--- src/rtl/owt_pkg.sv ---
package owt_pkg;

  // Count source selection codes
  localparam logic [1:0] SRC_F1        = 2'h0;
  localparam logic [1:0] SRC_F2        = 2'h1;
  localparam logic [1:0] SRC_F8        = 2'h2;
  localparam logic [1:0] SRC_COMPANION = 2'h3;

  // Last divider count for each divided source, one less than its division ratio
  localparam logic [2:0] DIV_F2_LAST = 3'h1;
  localparam logic [2:0] DIV_F8_LAST = 3'h7;

  // Digital filter lengths, in clk samples, per filter code
  localparam logic [5:0] FILT_LEN_0 = 6'h00;
  localparam logic [5:0] FILT_LEN_1 = 6'h01;
  localparam logic [5:0] FILT_LEN_2 = 6'h07;
  localparam logic [5:0] FILT_LEN_3 = 6'h1f;

  // Edge polarity codes for single edge triggering
  localparam logic EDGE_FALLING = 1'b0;
  localparam logic EDGE_RISING  = 1'b1;

  // Reset values of reload registers and counters
  localparam logic [7:0] PRESCALE_RST  = 8'hff;
  localparam logic [7:0] PRIMARY_RST   = 8'hff;
  localparam logic [7:0] SECONDARY_RST = 8'hff;

  // Pulse output routing
  localparam logic ROUTE_PIN_A = 1'b0;

  // One-shot phases
  typedef enum logic [1:0] {
    OWT_IDLE,
    OWT_WAIT,
    OWT_PULSE
  } owt_phase_e;

endpackage

--- src/rtl/owt_count_source.sv ---
module owt_count_source
  import owt_pkg::*;
(
  // Clock and reset
  input  wire logic       clk,
  input  wire logic       rst_b,
  // Selection
  input  wire logic [1:0] sourceSel,
  input  wire logic       companionUnderflow,
  // Count source enable
  output logic            tick
);

  logic [2:0] divCnt;
  logic       nextTick;

  // Free running divider shared by f2 and f8
  always_ff @(posedge clk) begin
    if (!rst_b) begin
      divCnt <= 3'h0;
    end else begin
      divCnt <= divCnt + 3'h1;
    end
  end

  // Source multiplexer; companion underflow is already on clk
  always_comb begin
    nextTick = 1'b0;
    case (sourceSel)
      SRC_F1:  nextTick = 1'b1;
      SRC_F2:  nextTick = ((divCnt & DIV_F2_LAST) == DIV_F2_LAST);
      SRC_F8:  nextTick = ((divCnt & DIV_F8_LAST) == DIV_F8_LAST);
      default: nextTick = companionUnderflow;
    endcase
  end

  // One-cycle enable pulse
  always_ff @(posedge clk) begin
    if (!rst_b) begin
      tick <= 1'b0;
    end else begin
      tick <= nextTick;
    end
  end

endmodule

--- src/rtl/owt_pin_trigger.sv ---
module owt_pin_trigger
  import owt_pkg::*;
(
  // Clock and reset
  input  wire logic       clk,
  input  wire logic       rst_b,
  // External pin
  input  wire logic       extTriggerPin,
  // Pin configuration
  input  wire logic [1:0] filterSelect,
  input  wire logic       bothEdgeSelect,
  input  wire logic       triggerEdgeBit,
  input  wire logic       interruptEdgeSelect,
  input  wire logic       extInterruptEnable,
  input  wire logic       pinTriggerEnable,
  input  wire logic       irqFlagClear,
  // Results
  output logic            pinTrigger,
  output logic            interruptRequestFlag
);

  logic       pinMeta;
  logic       pinSync;
  logic       pinFilt;
  logic       pinPrev;
  logic [5:0] filtCnt;
  logic [5:0] filtLen;
  logic       riseEdge;
  logic       fallEdge;
  logic       timerEdge;
  logic       intEdge;

  // Two-stage synchroniser on the asynchronous pin
  always_ff @(posedge clk) begin
    if (!rst_b) begin
      pinMeta <= 1'b1;
      pinSync <= 1'b1;
    end else begin
      pinMeta <= extTriggerPin;
      pinSync <= pinMeta;
    end
  end

  // Filter length per code
  always_comb begin
    case (filterSelect)
      2'h0:    filtLen = FILT_LEN_0;
      2'h1:    filtLen = FILT_LEN_1;
      2'h2:    filtLen = FILT_LEN_2;
      default: filtLen = FILT_LEN_3;
    endcase
  end

  // Level accepted only after it holds for the filter length
  always_ff @(posedge clk) begin
    if (!rst_b) begin
      pinFilt <= 1'b1;
      filtCnt <= 6'h00;
    end else if (pinSync == pinFilt) begin
      filtCnt <= 6'h00;
    end else if (filtCnt >= filtLen) begin
      pinFilt <= pinSync;
      filtCnt <= 6'h00;
    end else begin
      filtCnt <= filtCnt + 6'h01;
    end
  end

  // Edge history of the filtered level
  always_ff @(posedge clk) begin
    if (!rst_b) begin
      pinPrev <= 1'b1;
    end else begin
      pinPrev <= pinFilt;
    end
  end

  assign riseEdge = pinFilt & ~pinPrev;
  assign fallEdge = ~pinFilt & pinPrev;

  // Timer and interrupt pick their single edge independently
  assign timerEdge = bothEdgeSelect ? (riseEdge | fallEdge)
                   : ((triggerEdgeBit == EDGE_RISING) ? riseEdge : fallEdge);
  assign intEdge   = bothEdgeSelect ? (riseEdge | fallEdge)
                   : ((interruptEdgeSelect == EDGE_RISING) ? riseEdge : fallEdge);

  // Trigger only when the pin is assigned to the timer
  always_ff @(posedge clk) begin
    if (!rst_b) begin
      pinTrigger <= 1'b0;
    end else begin
      pinTrigger <= timerEdge & pinTriggerEnable;
    end
  end

  // Request flag follows every selected edge while enabled, timer busy or not; set beats clear
  always_ff @(posedge clk) begin
    if (!rst_b) begin
      interruptRequestFlag <= 1'b0;
    end else if (intEdge && extInterruptEnable) begin
      interruptRequestFlag <= 1'b1;
    end else if (irqFlagClear) begin
      interruptRequestFlag <= 1'b0;
    end
  end

endmodule

--- src/rtl/owt_wait_oneshot.sv ---
// Overview of operation
// - A trigger starts a one-shot only while the count status flag is set.
// - Triggers come from a software start write or a pin edge.
// - Active flag rises one to two count source cycles after a trigger.
// - Once active, wait mode counts the wait period first.
// - Triggers while active are ignored; the count does not restart.
// - Pin trigger uses both edges, or one edge chosen by trigger edge bit.
// - Trigger edge bit never affects the pin interrupt polarity.
// - Pin edges during an active one-shot still set the interrupt request flag.
// - Wait the primary duration, then one pulse of secondary duration.
// - Count source is f1, f2, f8 or companion timer underflow.
// - Primary underflow loads the secondary value and counting continues.
// - Secondary underflow reloads primary, ends count, clears active flag.
// - Every stop reloads counters from reload registers.
// - Wait lasts (prescaler+1)(primary+1) count source periods.
// - Pulse lasts (prescaler+1)(secondary+1) count source periods.
// - Stop on completion, stop write, start bit cleared, or forced stop.
// - Timer interrupt raised as the pulse ends after secondary underflow.
// - Pulse active level follows the output level select bit.
// - Pin is plain interrupt input unless pin trigger enable is set.
// - Primary and prescaler reads give live count values.
// - Writes when stopped load reload and counter; when counting, reload only.
// - Route select sends the pulse to one of two pins.
// - Forced stop halts the timer immediately.
// - Status flag rises one to two source cycles after start bit set.
module owt_wait_oneshot
  import owt_pkg::*;
(
  // Clock and reset
  input  wire logic       clk,
  input  wire logic       rst_b,
  // Control bits
  input  wire logic       countStartBit,
  input  wire logic       forcedStopBit,
  input  wire logic       oneshotStartBit,
  input  wire logic       oneshotStopBit,
  // Count source
  input  wire logic [1:0] countSourceSel,
  input  wire logic       companionUnderflow,
  // Counter writes
  input  wire logic [7:0] writeData,
  input  wire logic       prescalerWrite,
  input  wire logic       primaryWrite,
  input  wire logic       secondaryWrite,
  // Pin trigger and interrupt configuration
  input  wire logic       extTriggerPin,
  input  wire logic       pinTriggerEnable,
  input  wire logic [1:0] filterSelect,
  input  wire logic       bothEdgeSelect,
  input  wire logic       triggerEdgeBit,
  input  wire logic       interruptEdgeSelect,
  input  wire logic       extInterruptEnable,
  input  wire logic       irqFlagClear,
  // Output configuration
  input  wire logic       pulseActiveLevel,
  input  wire logic       outputRouteSelect,
  // Status
  output logic            countStatusFlag,
  output logic            oneshotActiveFlag,
  output logic [7:0]      primaryCount,
  output logic [7:0]      prescalerCount,
  output logic            interruptRequestFlag,
  output logic            timerIrq,
  // Pulse pins
  output logic            pulsePinA,
  output logic            pulsePinB
);

  logic       tick;
  logic       pinTrigger;
  logic       trigPend;
  logic       stopPend;
  logic       trigAny;
  logic       preUnder;
  logic       mainUnder;
  logic       stopNow;
  logic       finish;
  logic       pulseOn;
  logic [7:0] preReload;
  logic [7:0] primReload;
  logic [7:0] secReload;
  owt_phase_e phase;

  // Count source selection and divider
  owt_count_source u_source (
    .clk                (clk),
    .rst_b              (rst_b),
    .sourceSel          (countSourceSel),
    .companionUnderflow (companionUnderflow),
    .tick               (tick)
  );

  // Pin synchroniser, filter and edge selection
  owt_pin_trigger u_pin (
    .clk                  (clk),
    .rst_b                (rst_b),
    .extTriggerPin        (extTriggerPin),
    .filterSelect         (filterSelect),
    .bothEdgeSelect       (bothEdgeSelect),
    .triggerEdgeBit       (triggerEdgeBit),
    .interruptEdgeSelect  (interruptEdgeSelect),
    .extInterruptEnable   (extInterruptEnable),
    .pinTriggerEnable     (pinTriggerEnable),
    .irqFlagClear         (irqFlagClear),
    .pinTrigger           (pinTrigger),
    .interruptRequestFlag (interruptRequestFlag)
  );

  // Either trigger cause
  assign trigAny   = oneshotStartBit | pinTrigger;
  // Counter chain underflows, only in active phases
  assign preUnder  = tick && (phase != OWT_IDLE) && (prescalerCount == 8'h00);
  assign mainUnder = preUnder && (primaryCount == 8'h00);
  assign finish    = mainUnder && (phase == OWT_PULSE);
  // Drive starts on the wait underflow edge, so rise and fall see the same register delay
  assign pulseOn   = !forcedStopBit && !stopNow
                     && ((phase == OWT_WAIT && mainUnder) || (phase == OWT_PULSE && !finish));
  // Stop requests that act at a count source edge
  assign stopNow   = tick && (stopPend || !countStartBit) && (phase != OWT_IDLE);

  // Count status flag follows the start bit at a source edge
  always_ff @(posedge clk) begin
    if (!rst_b) begin
      countStatusFlag <= 1'b0;
    end else if (forcedStopBit) begin
      countStatusFlag <= 1'b0;
    end else if (tick) begin
      countStatusFlag <= countStartBit;
    end
  end

  // Pending trigger, accepted only while idle and enabled
  always_ff @(posedge clk) begin
    if (!rst_b) begin
      trigPend <= 1'b0;
    end else if (forcedStopBit || !countStatusFlag || phase != OWT_IDLE) begin
      trigPend <= 1'b0;
    end else if (trigAny) begin
      trigPend <= 1'b1;
    end else if (tick) begin
      trigPend <= 1'b0;
    end
  end

  // Pending one-shot stop; a stop write while idle is dropped
  always_ff @(posedge clk) begin
    if (!rst_b) begin
      stopPend <= 1'b0;
    end else if (oneshotStopBit && phase != OWT_IDLE) begin
      stopPend <= 1'b1;
    end else if (tick || phase == OWT_IDLE) begin
      stopPend <= 1'b0;
    end
  end

  // Phase sequencer and active flag
  always_ff @(posedge clk) begin
    if (!rst_b) begin
      phase             <= OWT_IDLE;
      oneshotActiveFlag <= 1'b0;
    end else if (forcedStopBit || stopNow || finish) begin
      phase             <= OWT_IDLE;
      oneshotActiveFlag <= 1'b0;
    end else if (phase == OWT_IDLE && trigPend && tick) begin
      phase             <= OWT_WAIT;
      oneshotActiveFlag <= 1'b1;
    end else if (phase == OWT_WAIT && mainUnder) begin
      phase             <= OWT_PULSE;
    end
  end

  // Reload registers always take writes
  always_ff @(posedge clk) begin
    if (!rst_b) begin
      preReload  <= PRESCALE_RST;
      primReload <= PRIMARY_RST;
      secReload  <= SECONDARY_RST;
    end else begin
      if (prescalerWrite) begin
        preReload <= writeData;
      end
      if (primaryWrite) begin
        primReload <= writeData;
      end
      if (secondaryWrite) begin
        secReload <= writeData;
      end
    end
  end

  // Prescaler counter, live value visible on its port
  always_ff @(posedge clk) begin
    if (!rst_b) begin
      prescalerCount <= PRESCALE_RST;
    end else if (forcedStopBit || stopNow || finish) begin
      prescalerCount <= preReload;
    end else if (phase == OWT_IDLE) begin
      if (prescalerWrite) begin
        prescalerCount <= writeData;
      end
    end else if (preUnder) begin
      prescalerCount <= preReload;
    end else if (tick) begin
      prescalerCount <= prescalerCount - 8'h01;
    end
  end

  // Main counter: primary during wait, secondary during pulse
  always_ff @(posedge clk) begin
    if (!rst_b) begin
      primaryCount <= PRIMARY_RST;
    end else if (forcedStopBit || stopNow || finish) begin
      primaryCount <= primReload;
    end else if (phase == OWT_IDLE) begin
      if (primaryWrite) begin
        primaryCount <= writeData;
      end
    end else if (mainUnder) begin
      primaryCount <= secReload;
    end else if (preUnder) begin
      primaryCount <= primaryCount - 8'h01;
    end
  end

  // Interrupt pulse at the same edge the pulse ends
  always_ff @(posedge clk) begin
    if (!rst_b) begin
      timerIrq <= 1'b0;
    end else begin
      timerIrq <= finish && !forcedStopBit;
    end
  end

  // Pulse pins; unselected pin rests at the inactive level
  always_ff @(posedge clk) begin
    if (!rst_b) begin
      pulsePinA <= 1'b0;
      pulsePinB <= 1'b0;
    end else begin
      pulsePinA <= (outputRouteSelect == ROUTE_PIN_A && pulseOn)
                   ? pulseActiveLevel : ~pulseActiveLevel;
      pulsePinB <= (outputRouteSelect != ROUTE_PIN_A && pulseOn)
                   ? pulseActiveLevel : ~pulseActiveLevel;
    end
  end
endmodule

--- config.mk ---
export PLATFORM = sky130hd
export DESIGN_NAME = owt_wait_oneshot
export DESIGN_NICKNAME = d
export VERILOG_FILES = /design/src/rtl/owt_pkg.sv /design/src/rtl/owt_count_source.sv /design/src/rtl/owt_pin_trigger.sv /design/src/rtl/owt_wait_oneshot.sv
export SDC_FILE = /design/constraint.sdc
export NUM_CORES = 1
export LEC_CHECK = 0
export ABC_AREA = 1
export BUFFER_PORTS_ARGS = -buffer_cell sky130_fd_sc_hd__buf_2
export CAP_MARGIN = 20
export CORE_MARGIN = 2
export CORE_UTILIZATION = 57
export CTS_CLUSTER_DIAMETER = 150
export DETAILED_ROUTE_END_ITERATION = 8
export GPL_ROUTABILITY_DRIVEN = 0
export PLACE_DENSITY = 0.8
export SLEW_MARGIN = 10
export SYNTH_ARGS = -nofsm -noshare
export SYNTH_HDL_FRONTEND = slang
export SYNTH_SLANG_ARGS = --single-unit
--- constraint.sdc ---
create_clock -name clk -period 2.3 [get_ports clk]
set_input_delay 0.115 -clock clk [delete_from_list [all_inputs] [get_ports clk]]
set_output_delay 0.115 -clock clk [all_outputs]
set_load 0.02 [all_outputs]
==> summary.txt, run 1 <==
Outcome
  – Status: finished clean

Clocking
  – Postcts setup bufs: 0
  – CTS tree: done
  – CTS max path bufs: 2
  – H-tree depth: 3
  – # resized after CTS: 0
  – CTS clk-pin slew, worst paths: 0.07 ns
  – Clock latency on the worst-skew pair: 0.35 ns
  – Clk root buf: clkbuf_8
  – Clk sinks: 65
  – TritonCTS buffer count: 9
  – Post-cts hold buffer count: 1

Synth
  – Synth Warn #: 0
  – Primary FF master, synth: dfxtp_1
  – EDFF count, synth: 0
  – Syn avg cell area: 6.94 µm²
  – FF+latch count, synth: 65
  – Mapped Area: 3580 µm²
  – Synth async-reset ratio: 0
  – Net Count, Synth: 560
  – Yosys cell types: 35
  – Post-synthesis cell count: 516
  – Sequential cell area fraction in the yosys report: 0.364

Die
  – Initial Util: 0.598
  – Die width: 83.2 µm
  – DIE HEIGHT: 83.2 µm
  – Total die area: 6930 µm²
  – CORE AREA: 5990 µm²
  – I/O pins: 53
  – Cell Rows: 28

Global route
  – Pin count of the biggest net entering global routing: 30
  – Vias in the first global route: 3,165
  – Initial antenna violation count: 0
  – Grt total ovfl: 0
  – GRT Total Usage: 0.252
  – First-pass GRT wire length: 14,200 µm

Worst setup path
  – WP data required: 2.59 ns
  – Data arrival time of the worst path: 2.25 ns
  – CP Capture Type: register
  – Worst-path maximum fanout: 23
  – Crit path launch type: register
  – Crit path kind: register to register

STA
  – Worst slew margin: 0.546
  – Setup slack after layout: 0.343 ns
  – Slew Limit Fails: 0
  – Hold Slack: 0.0187 ns
  – Max Clk Rate: 0.511 GHz
  – Setup TNS: 0 ns
  – Clk_skew: 0.00974 ns
  – Setup violation total in the final timing report: 0
  – RSZ-0062 raised after global routing: false
  – Measured slew at the worst slew-check pin: 0.681 ns
  – Final Hold Viols: 0
  – Minimum clock period: 1.96 ns
  – Period utilization: 0.851

Placed design
  – Pre-CTS WS: 0.348 ns
  – IO buf count: 52
  – HPWL after DPL: 6130 µm

Routing
  – DRC: 0
  – Vias per inst: 5.25
  – Number of nets still failing antenna checks after routing: 0
  – Iter 0 DRT Violations: 240
  – Wire length per cell: 12.9 µm
  – DRT Pass-1 Iters: 5
  – Total wire length: 8380 µm
  – Via Count: 3,402

Power
  – Clock power share: 0.407
  – Switching Share: 0.264
  – Pwr Density: 661 nW/µm²
  – Sw Pwr: 716 µW
  – Sequential Power Share: 0.455
  – Internal power: 2.00 mW
  – Combinational power share: 0.138
  – Leakage: 2.11 nW
  – VDD IR max: 0.472 mV

Final layout
  – Area Overhead vs Synth: 14.8%
  – Layout cells sized above 1: 0.176
  – Register area: 1300 µm²
  – Area of the multi-input gates: 1880 µm²
  – Fin nets: 612
  – Filler cell count: 521
  – Core Util, Final: 0.686
  – ANT cells: 0

Flow run
  – Max-Cap Viols: 0

Worst hold path
  – Hold WC Path Type: input pin to register
[power by group through the flow]
stage | logic (mW) | registers, mW | clock network (mW)
final | 0.375 | 1.24 | 1.10
after global routing | 0.424 | 1.24 | 1.17
after CTS | 0.374 | 1.23 | 1.12
after detailed placement | 0.368 | 1.26 | 0
after global placement | 0.360 | 1.26 | 0
after floorplan | 0.233 | 1.28 | 0
[per-layer routing]
metal	track usage	part of all wire
met3	0.0567	0.058
met4	0.103	0.014
met5	0	0
met2	0.414	0.48
met1	0.319	0.45
[layout make-up]
type / count / area share
clock inverter: 2 / 0.0146
tap: 75 / 0.0228
inverter: 80 / 0.0731
multi-input combinational: 354 / 0.458
clock buffer: 14 / 0.0396
timing repair buffer: 58 / 0.0749
sequential: 65 / 0.317
[sequential cells by signal, summed over array words and instances, names as in the netlist, 2 cells and up]
| name | flops |
|---|---|
| phase | 2 |
| prescalerCount | 8 |
| primReload | 8 |
| primaryCount | 8 |
| preReload | 8 |
| secReload | 8 |
| u_source.divCnt | 3 |
| u_pin.filtCnt | 6 |
[critical path: stages, from the launching register on]
cell and delay (ns):
dfxtp_1 0.34, inv_1 0.06, ha_1 0.19, nand3_1 0.14, nor2_2 0.27, nand3_4 0.15, nand2_8 0.20, inv_2 0.15
nand2_2 0.16, nand2_1 0.08, inv_1 0.06, nand2_1 0.05, nand2_1 0.05
[kinds of logic (layout without fill, tap and decap cells)]
logic type               after synthesis  after routing  synth area share
AND/OR/NAND/NOR                      243            243             0.313
buffers and inverters                 97            154             0.111
AO/OA/AOI/OAI                         85             85             0.136
flip-flops                            65             65             0.364
adder cells (fa/ha/maj)               13             13            0.0454
XOR/XNOR                              13             13            0.0318
[stage by stage]
stage               std cells  power [mW]  cell area [µm²]
CTS                       648        2.73             4110
detailed placement        631        1.63             3870
finish                    648        2.71             4110
floorplan                 516        1.51             3580
global placement          631        1.62             3870
global route              648        2.84             4110
[cell usage after synthesis, types with 2 or more instances]
master    count  area, µm²
nand3_1      45        225
or2_2         5       31.3
nand2_2       2       12.5
clkinv_1      4       15.0
o211ai_1      5       37.5
xor2_1        9       78.8
inv_1        72        270
a211oi_1      3       22.5
nand2_1     127        477
buf_2         2       10.0
buf_6         4       45.0
dfxtp_1      65       1300
nor2_4        3       33.8
a21oi_2       7       61.3
nor3_1        4       20.0
nor2_2        4       25.0
clkbuf_1     11       41.3
ha_1         13        163
xnor2_1       4       35.0
nor2_1       36        135
a21oi_1      37        185
nand4_1       6       37.5
nand3b_1      4       30.0
inv_2         4       15.0
o21ai_0      30        150
[cells in the final DEF, fill, tap and decap left out, types with 2 or more instances in the layout]
cell type,count
nand3b_1,4
nor3_1,4
clkbuf_1,3
dfxtp_1,65
nor2_1,36
o211ai_1,5
a211oi_1,3
a21oi_2,7
nand4_1,6
xor2_1,9
bufinv_16,2
buf_4,5
nand2_2,2
ha_1,13
or2_2,5
xnor2_1,4
nand3_1,45
inv_1,72
nand2_1,127
inv_2,4
o21ai_0,30
buf_2,52
nor2_4,3
clkinv_1,4
a21oi_1,37
clkbuf_8,11
nor2_2,4
[final timing paths]
check	depth (start not counted)	end	slack, ns	start
worst max-delay path	12	prescalerCount[4]	0.34	primaryCount[0]
worst min register to register	1	u_pin.pinSync	0.42	u_pin.pinMeta
worst min-delay path	3	u_pin.pinTrigger	0.02	pinTriggerEnable
worst max register to register	12	prescalerCount[4]	0.34	primaryCount[0]
No activity file was read; power rests on OpenSTA's default activity.
==> run 2: changes to the inputs <==
Settings changed: ABC_AREA 1 to default, CORE_UTILIZATION 57 to 56, PLACE_DENSITY 0.8 to 0.79.
==> summary.txt, run 2 <==
Outcome
  – Status: finished clean

Synth
  – Post-synth top area share: 0.403
  – Yosys cell types: 49
  – Syn avg cell area: 8.78 µm²
  – Top post-synthesis cells by count: dfxtp_1, nand2_1, mux2i_1
  – FF+latch count, synth: 65
  – Synth async-reset ratio: 0
  – Net Count, Synth: 412
  – Mapped Area: 3230 µm²
  – Sequential cell area fraction in the yosys report: 0.403
  – Primary FF master, synth: dfxtp_1
  – Synth Warn #: 0
  – Most frequent cell after synthesis: dfxtp_1
  – EDFF count, synth: 0
  – Post-synthesis cell count: 368
  – Post-synth top area cell: dfxtp_1
  – Synth top area cells: dfxtp_1, mux2i_1, nand2_1

Routing
  – Met1 Wirelength: 3330 µm
  – Number of nets still failing antenna checks after routing: 0
  – Total wire length: 8120 µm
  – DRT Pass-1 Iters: 5
  – Wire length per cell: 15.6 µm
  – Vias per inst: 5.83
  – Met2 wire length: 3940 µm
  – Highest layer used for signal routing: met4
  – Via Count: 3,024
  – Routed length on met3: 627 µm
  – DRC: 0
  – Iter 0 DRT Violations: 266

Worst hold path
  – WHS Endpoint: u_pin.pinTrigger
  – Hold_sp: pinTriggerEnable
  – Hold WC Path Type: input pin to register
  – Hold Path Depth: 2

Placed design
  – HPWL after DPL: 5870 µm
  – Placement Cell Area: 3770 µm²
  – IO buf count: 52

Final layout
  – Layout cells sized above 1: 0.262
  – Fin nets: 487
  – Cell area after layout: 4010 µm²
  – Most frequent cells in the layout: nand2_1, dfxtp_1, buf_2
  – Filler cell count: 433
  – ANT cells: 0
  – Area Overhead vs Synth: 24.1%

Worst setup path
  – Cells on worst reg2reg path: 6
  – Critical-path cell list: nor4_4 > nand4b_1 > or4_4 > mux2_4 > or4_1 > and3_1
  – Worst-path maximum fanout: 4
  – Crit path kind: register to register
  – Data arrival time of the worst path: 2.52 ns
  – R2r setup slk: 0.02 ns
  – Max incr delay on CP: 0.45 ns
  – CP Capture Type: register
  – Reg2reg end: pulsePinB
  – Crit path launch type: register
  – Slowest CP cell: or4_4
  – Worst r2r src: prescalerCount[4]
  – WP data required: 2.54 ns

Power
  – VDD IR max: 0.542 mV
  – Switching Share: 0.256
  – Leakage: 1.84 nW
  – Sequential Power Share: 0.473
  – Sw Pwr: 665 µW
  – Combinational power share: 0.139
  – Clock power share: 0.388
  – Internal power: 1.93 mW
  – Tot Pwr: 2.60 mW
  – Pwr Density: 648 nW/µm²

Clocking
  – CTS tree: done
  – Clock latency on the worst-skew pair: 0.35 ns
  – CTS max path bufs: 2
  – Postcts setup bufs: 0
  – Clk root buf: clkbuf_8
  – TritonCTS buffer count: 9
  – CTS clk-pin slew, worst paths: 0.07 ns
  – Clk sinks: 65
  – H-tree depth: 3

Global route
  – GRT Total Usage: 0.273
  – Grt total ovfl: 0
  – Vias in the first global route: 2,858
  – Pin count of the biggest net entering global routing: 27
  – First-pass GRT wire length: 13,300 µm
  – Initial antenna violation count: 0

Die
  – DIE HEIGHT: 79.9 µm
  – Cell Rows: 27
  – CORE AREA: 5540 µm²
  – I/O pins: 53
  – Die width: 79.9 µm
  – Initial Util: 0.583
  – Total die area: 6390 µm²

STA
  – Measured slew at the worst slew-check pin: 0.557 ns
  – Clk_skew: 0.00797 ns
  – Final Hold Viols: 0
  – Setup violation total in the final timing report: 0
  – RSZ-0062 raised after global routing: true
  – Period utilization: 0.993
  – Slew Limit Fails: 0
  – Worst slew margin: 0.629
  – Max Clk Rate: 0.438 GHz
  – Minimum clock period: 2.28 ns

Flow run
  – Max-Cap Viols: 0
[run 2: cell families after synthesis]
family	synth area share
muxes	0.108
xor gates and xnor gates	0.0353
and+or+nand+nor	0.198
AOI/OAI and AO/OA	0.167
buffers and inverters	0.0380
adders and majority gates	0.0504
DFF	0.403
[run 2: cell type report]
cell class	count	area (µm²)	area share
Clock buffer	13	170	0.0424
Clock inverter	2	35.0	0.00874
Inverter	12	45.0	0.0112
Multi-Input combinational cell	271	1840	0.460
Sequential cell	65	1320	0.328
Tap cell	72	90.1	0.0225
Timing Repair Buffer	84	508	0.127
[run 2: worst max-delay path by stage]
| stage | startpoint | end | slack, ns | cells after the start |
|---|---|---|---|---|
| CTS | prescalerCount[5] | pulsePinB | 0.01 | 6 |
| global placement | prescalerCount[5] | pulsePinB | 0.06 | 6 |
| global route | prescalerCount[4] | pulsePinB | -0.06 | 6 |
| detailed placement | prescalerCount[5] | pulsePinB | -0.007 | 6 |
| floorplan | prescalerCount[5] | pulsePinB | -0.03 | 7 |
| finish | prescalerCount[4] | pulsePinB | 0.02 | 6 |
[run 2: power by group through the flow]
stage	sequential, mW	clock [mW]	combinational (mW)
finish	1.23	1.01	0.361
global route	1.23	1.07	0.399
CTS	1.23	1.03	0.361
detailed placement	1.25	0	0.355
global placement	1.25	0	0.346
floorplan	1.28	0	0.181
[run 2: layer usage]
metal	vias up	global-route usage
met5	-	0
met4	0	0.141
met3	22	0.0600
met2	152	0.462
met1	1387	0.322
li1	1463	-
[run 2: metrics by stage]
| stage | hold WS [ns] | cells | worst slack (ns) | TNS [ns] | utilization |
|---|---|---|---|---|---|
| 2_1_floorplan | 0.205 | 368 | -0.0321 | -0.0321 | - |
| 3_3_place_gp | 0.297 | 501 | 0.0560 | 0 | 0.680 |
| 3_5_place_dp | 0.304 | 501 | -0.00745 | -0.00745 | 0.680 |
| 4_1_cts | 0.0148 | 519 | 0.00980 | 0 | 0.724 |
| 5_1_grt | 0.0114 | 519 | -0.0614 | -0.0614 | 0.724 |
| 6_report | 0.0216 | 519 | 0.0158 | 0 | 0.724 |
[run 2: repair_timing]
item | CTS | global route
gates resized for setup | 1 | 0
endpoints found under the setup margin | 1 | 1
pin swaps | 0 | 2
hold buffers | 3 | 0
endpoints found under the hold margin | 3 | 0
[run 2: worst max-delay path: cells and delay by family (launching register included)]
| kind | cells | cell delay [ns] |
|---|---|---|
| AND/OR/NAND/NOR | 5 | 1.52 |
| flip-flops | 1 | 0.34 |
| multiplexers | 1 | 0.33 |
==> run 3: changes to the inputs <==
Settings changed: CELL_PAD_IN_SITES_DETAIL_PLACEMENT from default to 2, CELL_PAD_IN_SITES_GLOBAL_PLACEMENT from default to 2, CORE_UTILIZATION 56 to 34, HOLD_SLACK_MARGIN from default to 0.05.
==> summary.txt, run 3 (synthesized netlist as in run 2, its figures left out) <==
Outcome
  – Status: finished with violations
  – Failing checks: negative setup slack

Final layout
  – Area Overhead vs Synth: 30.4%
  – Most frequent cells in the layout: nand2_1, dfxtp_1, buf_2
  – Area of the multi-input gates: 1870 µm²
  – ANT cells: 0
  – Cell area after layout: 4210 µm²
  – Filler cell count: 1,028
  – Layout cells sized above 1: 0.277
  – Register area: 1320 µm²
  – Fin nets: 499

Flow run
  – Max-Cap Viols: 0

Global route
  – GRT Total Usage: 0.231
  – Initial antenna violation count: 0
  – First-pass GRT wire length: 18,200 µm
  – Grt total ovfl: 0
  – Pin count of the biggest net entering global routing: 33
  – Vias in the first global route: 3,463

Clocking
  – Clk root buf: clkbuf_8
  – Clock latency on the worst-skew pair: 0.34 ns
  – CTS clk-pin slew, worst paths: 0.07 ns
  – CTS max path bufs: 2
  – TritonCTS buffer count: 9
  – Clk sinks: 65
  – H-tree depth: 3
  – CTS tree: done

Routing
  – Iter 0 DRT Violations: 74
  – Total wire length: 11,300 µm
  – DRT Pass-1 Iters: 4
  – Number of nets still failing antenna checks after routing: 0
  – Via Count: 3,147
  – DRC: 0
  – Vias per inst: 5.36
  – Wire length per cell: 19.2 µm

Worst setup path
  – Cells on worst reg2reg path: 8
  – Crit path kind: register to register
  – Slowest CP cell: or4_4
  – Max incr delay on CP: 0.47 ns
  – Critical-path cell list: inv_2 > ha_4 > nor2b_4 > nand4b_1 > or4_4 > mux2_4 > or4_1 > and3_1
  – Worst-path maximum fanout: 3
  – Data arrival time of the worst path: 2.55 ns
  – Reg2reg end: pulsePinB
  – Worst r2r src: prescalerCount[0]
  – CP Capture Type: register
  – R2r setup slk: -0.01 ns
  – Crit path launch type: register
  – WP data required: 2.54 ns

STA
  – Measured slew at the worst slew-check pin: 0.673 ns
  – Period utilization: 1.01
  – Slew Limit Fails: 0
  – Minimum clock period: 2.31 ns
  – Final Hold Viols: 0
  – Clk_skew: 0.00991 ns
  – Max Clk Rate: 0.433 GHz
  – RSZ-0062 raised after global routing: true
  – Setup violation total in the final timing report: 1
  – Setup slack after layout: -0.0120 ns
  – Worst slew margin: 0.551

Worst hold path
  – Hold Path Depth: 3
  – Hold_sp: writeData[5]
  – WHS Endpoint: secReload[5]
  – Hold WC Path Type: input pin to register

Power
  – VDD IR max: 0.215 mV
  – Leakage: 1.89 nW
  – Pwr Density: 607 nW/µm²

Die
  – Cell Rows: 35
  – Total die area: 10,300 µm²
  – Die width: 101 µm
  – I/O pins: 53
  – DIE HEIGHT: 101 µm
  – CORE AREA: 9240 µm²
  – Initial Util: 0.349

Placed design
  – Pre-CTS WS: -0.0130 ns
  – HPWL after DPL: 8210 µm
  – IO buf count: 52
  – Placement Cell Area: 3910 µm²
## run 3: how the worst max path moves through the flow
| stage | startpoint | to | slack [ns] | cells past startpoint |
|---|---|---|---|---|
| floorplan | prescalerCount[5] | pulsePinB | -0.03 | 7 |
| global placement | prescalerCount[5] | pulsePinB | 0.03 | 6 |
| detailed placement | prescalerCount[5] | pulsePinB | -0.01 | 6 |
| CTS | prescalerCount[0] | pulsePinB | 0.005 | 8 |
| global route | prescalerCount[5] | pulsePinB | -0.08 | 6 |
| finish | prescalerCount[0] | pulsePinB | -0.01 | 8 |
## run 3: critical path: cells and delay by family (launching register included)
family,cells,cell delay (ns)
AND/OR/NAND/NOR,5,1.32
flip-flops,1,0.35
multiplexers,1,0.32
adder cells (fa/ha/maj),1,0.13
buffers and inverters,1,0.08
## run 3: layout make-up
type / count / share of cell area
clock inverter: 2 / 0.00297
multi-input combinational: 271 / 0.444
sequential: 65 / 0.313
timing repair buffer: 96 / 0.152
inverter: 12 / 0.0107
clock buffer: 12 / 0.0395
tap: 129 / 0.0383
## run 3: repair_timing
action | CTS | global route
setup buffers | 0 | 1
hold buffers | 8 | 0
hold endpoints to repair | 10 | 0
endpoints found under the setup margin | 3 | 12
resized for setup | 2 | 7
pin swaps | 2 | 1
## run 3: power breakdown
group | switching, mW | leakage, nW | internal [mW]
registers | 0.0403 | 0.534 | 1.19
logic | 0.235 | 1.27 | 0.178
clock network | 0.445 | 0.0895 | 0.473
## run 3: stage by stage
step                      utilization  total power, mW  TNS [ns]  hold slack (ns)  cells
after CTS                       0.452             2.58         0           0.0673    586
after global placement          0.423             1.62         0            0.316    564
after global routing            0.456             2.69    -0.184           0.0730    587
after floorplan                     -             1.46   -0.0321            0.205    368
after detailed placement        0.423             1.65   -0.0130            0.311    564
final                           0.456             2.56   -0.0120           0.0625    587
## run 3: per-layer routing
metal,track usage,part of all wire
met5,0,0
met2,0.415,0.51
met1,0.276,0.43
met3,0.0380,0.029
met4,0.0873,0.024
